## src/shared/cocfg_pkg.sv

```systemverilog
// Package of code option encodings and decoded constants for the option decoder.
`default_nettype none
package cocfg_pkg;
  // High clock source option.
  localparam logic [1:0] HCLK_INT_RC = 2'h0;
  localparam logic [1:0] HCLK_EXT_RC = 2'h1;
  localparam logic [1:0] HCLK_XTAL_FAST = 2'h2;
  localparam logic [1:0] HCLK_XTAL_STD = 2'h3;
  // Watchdog policy option.
  localparam logic [1:0] WDOG_ALWAYS_ON = 2'h0;
  localparam logic [1:0] WDOG_ENABLE = 2'h1;
  localparam logic [1:0] WDOG_DISABLE = 2'h2;
  // Instruction clock divider option.
  localparam logic [2:0] FCPU_DIV1 = 3'h0;
  localparam logic [2:0] FCPU_DIV2 = 3'h1;
  localparam logic [2:0] FCPU_DIV4 = 3'h2;
  localparam logic [2:0] FCPU_DIV8 = 3'h3;
  localparam logic [2:0] FCPU_DIV16 = 3'h4;
  // Low voltage option.
  localparam logic [1:0] LV_LOW = 2'h0;
  localparam logic [1:0] LV_MID = 2'h1;
  localparam logic [1:0] LV_HIGH = 2'h2;
  // Divider ratio in oscillator clocks and the fixed slow mode ratio.
  localparam logic [4:0] SLOW_DIV = 5'h04;
  localparam logic [4:0] MIN_FILTER_DIV = 5'h04;
  // Program flag register bit positions of the indicator bits.
  localparam logic [7:0] PROGRAM_FLAG_ADDR = 8'h86;
  localparam int SUPPLY_LOW_FLAG_HIGH_BIT = 5;
  localparam int SUPPLY_LOW_FLAG_MID_BIT = 4;
  // Brownout reset thresholds in millivolts.
  localparam logic [11:0] BROWNOUT_2V0_MV = 12'h07D0;
  localparam logic [11:0] BROWNOUT_2V4_MV = 12'h0960;
  // Internal RC frequency in MHz and program ROM size.
  localparam logic [4:0] INT_RC_MHZ = 5'h10;
  localparam int ROM_AW = 11;
  localparam logic [10:0] ROM_LAST_ADDR = 11'h7FF;
endpackage : cocfg_pkg
`default_nettype wire

```

## src/rtl/cocfg_decoder.sv

```systemverilog
// Code option decoder: samples option bits at reset and drives static configuration.
// Overview of operation
// - Last ROM word reserved, excluded from checksums.
// - Internal RC: 16MHz, both oscillator pins port I/O.
// - External RC: output oscillator pin becomes port.
// - Crystal options drive both oscillator pins.
// - Always-on watchdog runs in every mode.
// - Enable halts in sleep; disable stops watchdog.
// - Instruction cycle is 1 to 16 oscillator clocks.
// - Filter on limits divider to 4..16.
// - Filter off allows dividers 1..16.
// - Reset pin or input-only port bit, no pull-up.
// - Security option enables ROM code protection.
// - Low/mid reset below 2.0V; mid enables 2.4V flag.
// - High resets below 2.4V, enables 3.6V flag.
// - Slow mode always uses low clock divided by four.
// - Indicator flags at program flag bits 5, 4.
`timescale 1ns/1ps
`default_nettype none
module cocfg_decoder (
  // Clock and reset.
  input wire logic sys_clk_i,
  input wire logic sys_rst_i,
  // Raw option bits from the option fuses.
  input wire logic [1:0] opt_high_clk_i,
  input wire logic [1:0] opt_watchdog_i,
  input wire logic [2:0] opt_fcpu_i,
  input wire logic opt_reset_pin_i,
  input wire logic opt_security_i,
  input wire logic opt_noise_filter_i,
  input wire logic [1:0] opt_low_volt_i,
  // Run state from the power controller.
  input wire logic slow_mode_i,
  input wire logic sleep_mode_i,
  // Brownout comparator results.
  input wire logic supply_below_2v0_i,
  input wire logic supply_below_2v4_i,
  input wire logic supply_below_3v6_i,
  // Clock unit configuration.
  output logic internal_rc_fast_osc_o,
  output logic osc_input_pin_is_port_o,
  output logic osc_output_pin_is_port_o,
  output logic crystal_drive_o,
  output logic crystal_fast_o,
  output logic [4:0] fcpu_div_o,
  output logic option_error_o,
  // Watchdog configuration.
  output logic watchdog_run_o,
  // Reset pin and security.
  output logic ext_reset_en_o,
  output logic port1_bit5_input_o,
  output logic port1_bit5_pullup_allow_o,
  output logic rom_protect_o,
  output logic [cocfg_pkg::ROM_AW-1:0] checksum_last_addr_o,
  // Low voltage unit.
  output logic brownout_reset_o,
  output logic [7:0] program_flag_register_o
);
  import cocfg_pkg::*;

  logic [1:0] hclk_q, hclk_d, wdog_q, wdog_d, lv_q, lv_d;
  logic [2:0] fcpu_q, fcpu_d;
  logic rstpin_q, rstpin_d, sec_q, sec_d, nf_q, nf_d;
  logic [4:0] div_d;

  // Decodes the divider code into a count of oscillator clocks.
  function automatic logic [4:0] fcpu_ratio(input logic [2:0] code);
    case (code)
      FCPU_DIV1: fcpu_ratio = 5'h01;
      FCPU_DIV2: fcpu_ratio = 5'h02;
      FCPU_DIV4: fcpu_ratio = 5'h04;
      FCPU_DIV8: fcpu_ratio = 5'h08;
      default: fcpu_ratio = 5'h10;
    endcase
  endfunction : fcpu_ratio

  // Options are latched while reset is held, so a fuse read that settles
  // late in reset is still caught; after release they never change.
  always_comb begin
    hclk_d = hclk_q;
    wdog_d = wdog_q;
    lv_d = lv_q;
    fcpu_d = fcpu_q;
    rstpin_d = rstpin_q;
    sec_d = sec_q;
    nf_d = nf_q;
    if (sys_rst_i) begin
      hclk_d = opt_high_clk_i;
      wdog_d = opt_watchdog_i;
      lv_d = opt_low_volt_i;
      fcpu_d = opt_fcpu_i;
      rstpin_d = opt_reset_pin_i;
      sec_d = opt_security_i;
      nf_d = opt_noise_filter_i;
    end
  end

  always_ff @(posedge sys_clk_i) begin
    hclk_q <= hclk_d;
    wdog_q <= wdog_d;
    lv_q <= lv_d;
    fcpu_q <= fcpu_d;
    rstpin_q <= rstpin_d;
    sec_q <= sec_d;
    nf_q <= nf_d;
  end

  // Clock source and oscillator pin use.
  always_comb begin
    internal_rc_fast_osc_o = (hclk_q == HCLK_INT_RC);
    osc_input_pin_is_port_o = (hclk_q == HCLK_INT_RC);
    osc_output_pin_is_port_o = (hclk_q == HCLK_INT_RC) || (hclk_q == HCLK_EXT_RC);
    crystal_drive_o = (hclk_q == HCLK_XTAL_FAST) || (hclk_q == HCLK_XTAL_STD);
    crystal_fast_o = (hclk_q == HCLK_XTAL_FAST);
  end

  // A filter left on with a short divider is clamped to divide-by-4
  // instead of running out of range; the error flag tells the fuse was bad.
  always_comb begin
    div_d = fcpu_ratio(fcpu_q);
    option_error_o = 1'b0;
    if (nf_q && (div_d < MIN_FILTER_DIV)) begin
      div_d = MIN_FILTER_DIV;
      option_error_o = 1'b1;
    end
    if (slow_mode_i) begin
      div_d = SLOW_DIV;
    end
    fcpu_div_o = div_d;
  end

  // Watchdog run policy.
  always_comb begin
    case (wdog_q)
      WDOG_ALWAYS_ON: watchdog_run_o = 1'b1;
      WDOG_ENABLE: watchdog_run_o = !sleep_mode_i;
      default: watchdog_run_o = 1'b0;
    endcase
  end

  // Reset pin, security and checksum boundary.
  always_comb begin
    ext_reset_en_o = rstpin_q;
    port1_bit5_input_o = !rstpin_q;
    port1_bit5_pullup_allow_o = 1'b0;
    rom_protect_o = sec_q;
    checksum_last_addr_o = ROM_LAST_ADDR - 11'h001;
  end

  // Brownout reset and indicator flags; other flag bits belong to the core.
  always_comb begin
    program_flag_register_o = 8'h00;
    brownout_reset_o = 1'b0;
    case (lv_q)
      LV_HIGH: begin
        brownout_reset_o = supply_below_2v4_i;
        program_flag_register_o[SUPPLY_LOW_FLAG_HIGH_BIT] = supply_below_3v6_i;
      end
      LV_MID: begin
        brownout_reset_o = supply_below_2v0_i;
        program_flag_register_o[SUPPLY_LOW_FLAG_MID_BIT] = supply_below_2v4_i;
      end
      default: brownout_reset_o = supply_below_2v0_i;
    endcase
  end

  a_filter_div_min: assert property (@(posedge sys_clk_i) disable iff (sys_rst_i)
    (nf_q && !slow_mode_i) |-> (fcpu_div_o >= MIN_FILTER_DIV))
    else $error("Filter on but divider below four.");
  a_slow_div_four: assert property (@(posedge sys_clk_i) disable iff (sys_rst_i)
    slow_mode_i |-> (fcpu_div_o == SLOW_DIV))
    else $error("Slow mode divider not four.");
  // The first edge after reset is skipped, since $stable there still sees the last load made in reset.
  a_options_static: assert property (@(posedge sys_clk_i) disable iff (sys_rst_i)
    !$past(sys_rst_i) |-> ($stable(fcpu_q) && $stable(hclk_q) && $stable(wdog_q) &&
    $stable(lv_q) && $stable(rstpin_q) && $stable(sec_q) && $stable(nf_q)))
    else $error("Options changed outside reset.");
  a_wdog_always: assert property (@(posedge sys_clk_i) disable iff (sys_rst_i)
    (wdog_q == WDOG_ALWAYS_ON) |-> watchdog_run_o)
    else $error("Always-on watchdog stopped.");
  a_wdog_sleep: assert property (@(posedge sys_clk_i) disable iff (sys_rst_i)
    ((wdog_q == WDOG_ENABLE) && sleep_mode_i) |-> !watchdog_run_o)
    else $error("Watchdog ran in sleep.");
  a_wdog_awake: assert property (@(posedge sys_clk_i) disable iff (sys_rst_i)
    ((wdog_q == WDOG_ENABLE) && !sleep_mode_i) |-> watchdog_run_o)
    else $error("Enabled watchdog stopped while awake.");
  a_wdog_off: assert property (@(posedge sys_clk_i) disable iff (sys_rst_i)
    ((wdog_q != WDOG_ALWAYS_ON) && (wdog_q != WDOG_ENABLE)) |-> !watchdog_run_o)
    else $error("Disabled watchdog running.");
  a_int_rc_pins: assert property (@(posedge sys_clk_i) disable iff (sys_rst_i)
    internal_rc_fast_osc_o |-> (osc_input_pin_is_port_o && !crystal_drive_o))
    else $error("Internal RC pin use wrong.");
  a_ext_rc_pins: assert property (@(posedge sys_clk_i) disable iff (sys_rst_i)
    (hclk_q == HCLK_EXT_RC) |-> (osc_output_pin_is_port_o && !osc_input_pin_is_port_o))
    else $error("External RC pin use wrong.");
  a_xtal_pins: assert property (@(posedge sys_clk_i) disable iff (sys_rst_i)
    crystal_drive_o |-> (!osc_input_pin_is_port_o && !osc_output_pin_is_port_o))
    else $error("Crystal pins released to port.");
  a_reset_pin: assert property (@(posedge sys_clk_i) disable iff (sys_rst_i)
    (ext_reset_en_o != port1_bit5_input_o) && !port1_bit5_pullup_allow_o)
    else $error("Reset pin selection wrong.");
  a_high_brownout: assert property (@(posedge sys_clk_i) disable iff (sys_rst_i)
    (lv_q == LV_HIGH) |-> (brownout_reset_o == supply_below_2v4_i))
    else $error("High level brownout threshold wrong.");
  a_high_flag: assert property (@(posedge sys_clk_i) disable iff (sys_rst_i)
    (lv_q == LV_HIGH) |->
    (program_flag_register_o[SUPPLY_LOW_FLAG_HIGH_BIT] == supply_below_3v6_i))
    else $error("High indicator flag wrong.");
  a_mid_flag: assert property (@(posedge sys_clk_i) disable iff (sys_rst_i)
    (lv_q == LV_MID) |-> ((brownout_reset_o == supply_below_2v0_i) &&
    (program_flag_register_o[SUPPLY_LOW_FLAG_MID_BIT] == supply_below_2v4_i)))
    else $error("Mid level brownout or flag wrong.");
  a_low_no_flag: assert property (@(posedge sys_clk_i) disable iff (sys_rst_i)
    (lv_q == LV_LOW) |-> ((brownout_reset_o == supply_below_2v0_i) &&
    (program_flag_register_o == 8'h00)))
    else $error("Low level brownout or flag wrong.");
  a_option_error: assert property (@(posedge sys_clk_i) disable iff (sys_rst_i)
    option_error_o == (nf_q && ((fcpu_q == FCPU_DIV1) || (fcpu_q == FCPU_DIV2))))
    else $error("Option error flag wrong.");
  a_divider_mode: assert property (@(posedge sys_clk_i) disable iff (sys_rst_i)
    (!nf_q && !slow_mode_i && (fcpu_q == FCPU_DIV1)) |-> (fcpu_div_o == 5'h01))
    else $error("Unfiltered divide-by-one not honoured.");
  a_protect: assert property (@(posedge sys_clk_i) disable iff (sys_rst_i)
    rom_protect_o == sec_q)
    else $error("Protection not following option.");
endmodule : cocfg_decoder
`default_nettype wire

```

## config.mk

```make
export PLATFORM = sky130hd
export DESIGN_NAME = cocfg_decoder
export DESIGN_NICKNAME = d
export VERILOG_FILES = /design/src/shared/cocfg_pkg.sv /design/src/rtl/cocfg_decoder.sv
export SDC_FILE = /design/constraint.sdc
export NUM_CORES = 1
export LEC_CHECK = 0
export BUFFER_PORTS_ARGS = -buffer_cell sky130_fd_sc_hd__buf_2
export CAP_MARGIN = 20
export CORE_MARGIN = 5
export CORE_UTILIZATION = 39
export CTS_CLUSTER_DIAMETER = 40
export DETAILED_ROUTE_END_ITERATION = 8
export HOLD_SLACK_MARGIN = 0.12
export PLACE_DENSITY = 0.82
export SLEW_MARGIN = 25
export SYNTH_ARGS = -nofsm -noshare
export SYNTH_HDL_FRONTEND = slang
export SYNTH_SLANG_ARGS = --single-unit
```

## constraint.sdc

```tcl
create_clock -name sys_clk_i -period 2.6 [get_ports sys_clk_i]
set_clock_uncertainty 0.2 [all_clocks]
set_input_delay 0.65 -clock sys_clk_i [delete_from_list [all_inputs] [get_ports sys_clk_i]]
set_output_delay 0.65 -clock sys_clk_i [all_outputs]
set_load 0.01 [all_outputs]
```

==> flow_metrics.py <==
metrics = {
    "status": {
        "status": "complete, no violations",
    },
    "routing": {
        "wl_met3_um": 284,
        "wire_per_inst_um": 11.2,
        "firstDrtPassIters": 4,
        "viasPerCell": 4.25,
        "wirelength_met1_um": 392,
        "antenna_left": 0,
        "drt-total-wl_um": 1190,
        "dr_wl_met2_um": 495,
        "top_layer_used": "met4",
        "vias": 450,
        "drt_iter0_drc": 9,
        "drc": 0,
    },
    "yosys": {
        "synth_cell_types": 17,
        "yosysTopAreaCellShare": 0.560,
        "synth-xor-area-share": 0,
        "synth_fa_ha_area_frac": 0,
        "postSynthCellCount": 55,
        "synth_compound_area_frac": 0.0195,
        "synth-simple-area-share": 0.125,
        "synth.area.top_cells": "edfxtp_1 (56%), buf_4 (22%), inv_1 (2.3%), nor2_1 (2.3%), nand2b_4 (2.1%)",
        "ys_seq_area_frac": 0.560,
        "yosys.area.top_type": "edfxtp_1",
        "synth_top_family_by_area": "buffers and inverters",
        "ys_warn_count": 0,
        "syn_avg_cell_area_um2": 11.7,
        "synth.ff_latch_count": 12,
        "muxShareOfSynthArea": 0.0331,
        "syn-cell-area_um2": 643,
    },
    "pwr": {
        "power.density_nw_per_um2": 538,
        "leakage_nw": 0.410,
        "sw_frac_of_total": 0.250,
        "peakVddDrop_v": 0.000343,
        "pwr-share-clk": 0.253,
        "p_comb_frac": 0.173,
        "internal_power_mw": 0.315,
        "finalPower_mw": 0.420,
        "p_switching_mw": 0.105,
        "seqPwrFrac": 0.574,
    },
    "finish": {
        "antenna_cells": 0,
        "layout_common_cells": "buf_2 (36), conb_1 (18), edfxtp_1 (12), inv_1 (4), nor2_1 (4)",
        "final_common_cell": "buf_2",
        "area_delta_synth_final_pct": 21.2,
        "drive_above_1_share": 0.467,
        "fin_nets": 111,
    },
    "critical_path": {
        "endpoint_kind": "output port",
        "path_class": "flip-flop to output port",
        "startpoint": "fcpu_q[1]",
        "critical_path.endpoint": "fcpu_div_o[0]",
        "worst_setup_path_start_kind": "flip-flop",
        "cp.required_ps": 1750,
        "critPathArrivalTime_ps": 1310,
        "cp_max_fo": 4,
    },
    "global_route": {
        "grt_max_degree": 13,
        "grt-ovfl-total": 0,
        "grt_antenna_before_repair": 0,
        "grt_pass1_wl_um": 1590,
        "grt_pass1_vias": 411,
        "track_usage": 0.0807,
    },
    "timing": {
        "finalCritPeriodShare": 0.831,
        "finalHoldViolCount": 0,
        "slew_violations": 0,
        "rsz0062_at_grt": "false",
        "fmax_ghz": 0.463,
        "fin_setup_tns_ps": 0,
        "min_period_ps": 2160,
        "setup_violations": 0,
    },
    "job": {
        "maxCapViolations": 0,
    },
    "hold_path": {
        "min_path_type": "primary input to flip-flop",
    },
    "clock_tree": {
        "h-tree-depth": 1,
        "cts_num_sinks": 12,
        "post_cts_buffers": 0,
        "numCtsBuffers": 3,
        "path_clk_slew_ps": 70,
        "cts.repair.resized": 0,
        "cts_hold_buf": 0,
        "cts_root_buffer": "clkbuf_4",
        "cts_tree": "yes",
        "clk_path_buf_depth": 2,
    },
    "placement": {
        "io_buffers": 36,
        "hpwl_um": 975,
        "globalplace.congestion": 0.632,
    },
    "floorplanning": {
        "fp.dieH_um": 50.6,
        "num_rows": 14,
        "dieArea_um2": 2560,
        "core_um2": 1540,
        "initial_core_util": 0.417,
        "die_width_um": 50.6,
        "ios": 55,
    },
}
[flip-flops by register name, summed over array words and instances, names as in the netlist]
signal and flops:
nf_q 1, wdog_q 2, lv_q 2, hclk_q 2, fcpu_q 3, ext_reset_en_o 1
rom_protect_o 1
[critical path, stage by stage (launching register included)]
cell and delay, ps:
edfxtp_1 460, nor4_2 310, and2_1 160, buf_2 120
[how the worst min path moves through the flow]
| stage | to | slack, ps | cells past startpoint | from |
|---|---|---|---|---|
| 3_3_place_gp | hclk_q[0] | 630 | 1 | opt_high_clk_i[0] |
| 4_1_cts | wdog_q[1] | 350 | 1 | opt_watchdog_i[1] |
| 3_5_place_dp | fcpu_q[2] | 630 | 1 | opt_fcpu_i[2] |
| 5_1_grt | lv_q[0] | 350 | 1 | opt_low_volt_i[0] |
| 6_report | wdog_q[1] | 360 | 1 | opt_watchdog_i[1] |
| 2_1_floorplan | ext_reset_en_o | 550 | 0 | opt_reset_pin_i |
[kinds of logic after synthesis]
group           count (synthesis)
mux                             2
flops                          12
compound gates                  2
buf+inv                        24
simple gates                   13
other cells                     2
[synth_stat cells]
master and instances:
a21oi_1 1, mux2i_1 1, edfxtp_1 12, nor2b_1 1, clkbuf_1 1, o21bai_1 1
and2_1 2, inv_1 4, nand2_1 2, nor4_2 1, buf_4 19, mux2_2 1
nor3b_1 1, conb_1 2, nor3_1 1, nor2_1 4, nand2b_4 1
[per-layer routing]
metal	GRT usage	up-vias
met5	0	-
met4	0.0511	0
met3	0.0355	2
met2	0.126	47
met1	0.0882	189
li1	-	212
[area by class of cell]
cell class,count,area [µm²]
fillers,153,762
multi-input cells,35,181
inverters,4,15.0
clock buffers,3,22.5
repair buffers,36,180
well taps,16,20.0
flip-flops and latches,12,360
[power groups by stage]
stage / sequential, mW / combinational [mW] / clock [mW]
after global routing: 0.243 / 0.0795 / 0.118
after detailed placement: 0.245 / 0.0723 / 0
after floorplan: 0.244 / 0.0577 / 0
final: 0.241 / 0.0728 / 0.106
after CTS: 0.241 / 0.0725 / 0.111
after global placement: 0.244 / 0.0706 / 0
[stage by stage]
stage / cell area [µm²] / setup WS (ps) / instances / hold WS, ps / utilization
detailed placement: 757 / 532 / 103 / 628 / 0.491
finish: 779 / 440 / 106 / 357 / 0.506
floorplan: 703 / 776 / 71 / 549 / -
global placement: 757 / 581 / 103 / 627 / 0.491
CTS: 779 / 406 / 106 / 348 / 0.506
global route: 779 / 343 / 106 / 348 / 0.506
(Power assumes the default switching activity.)
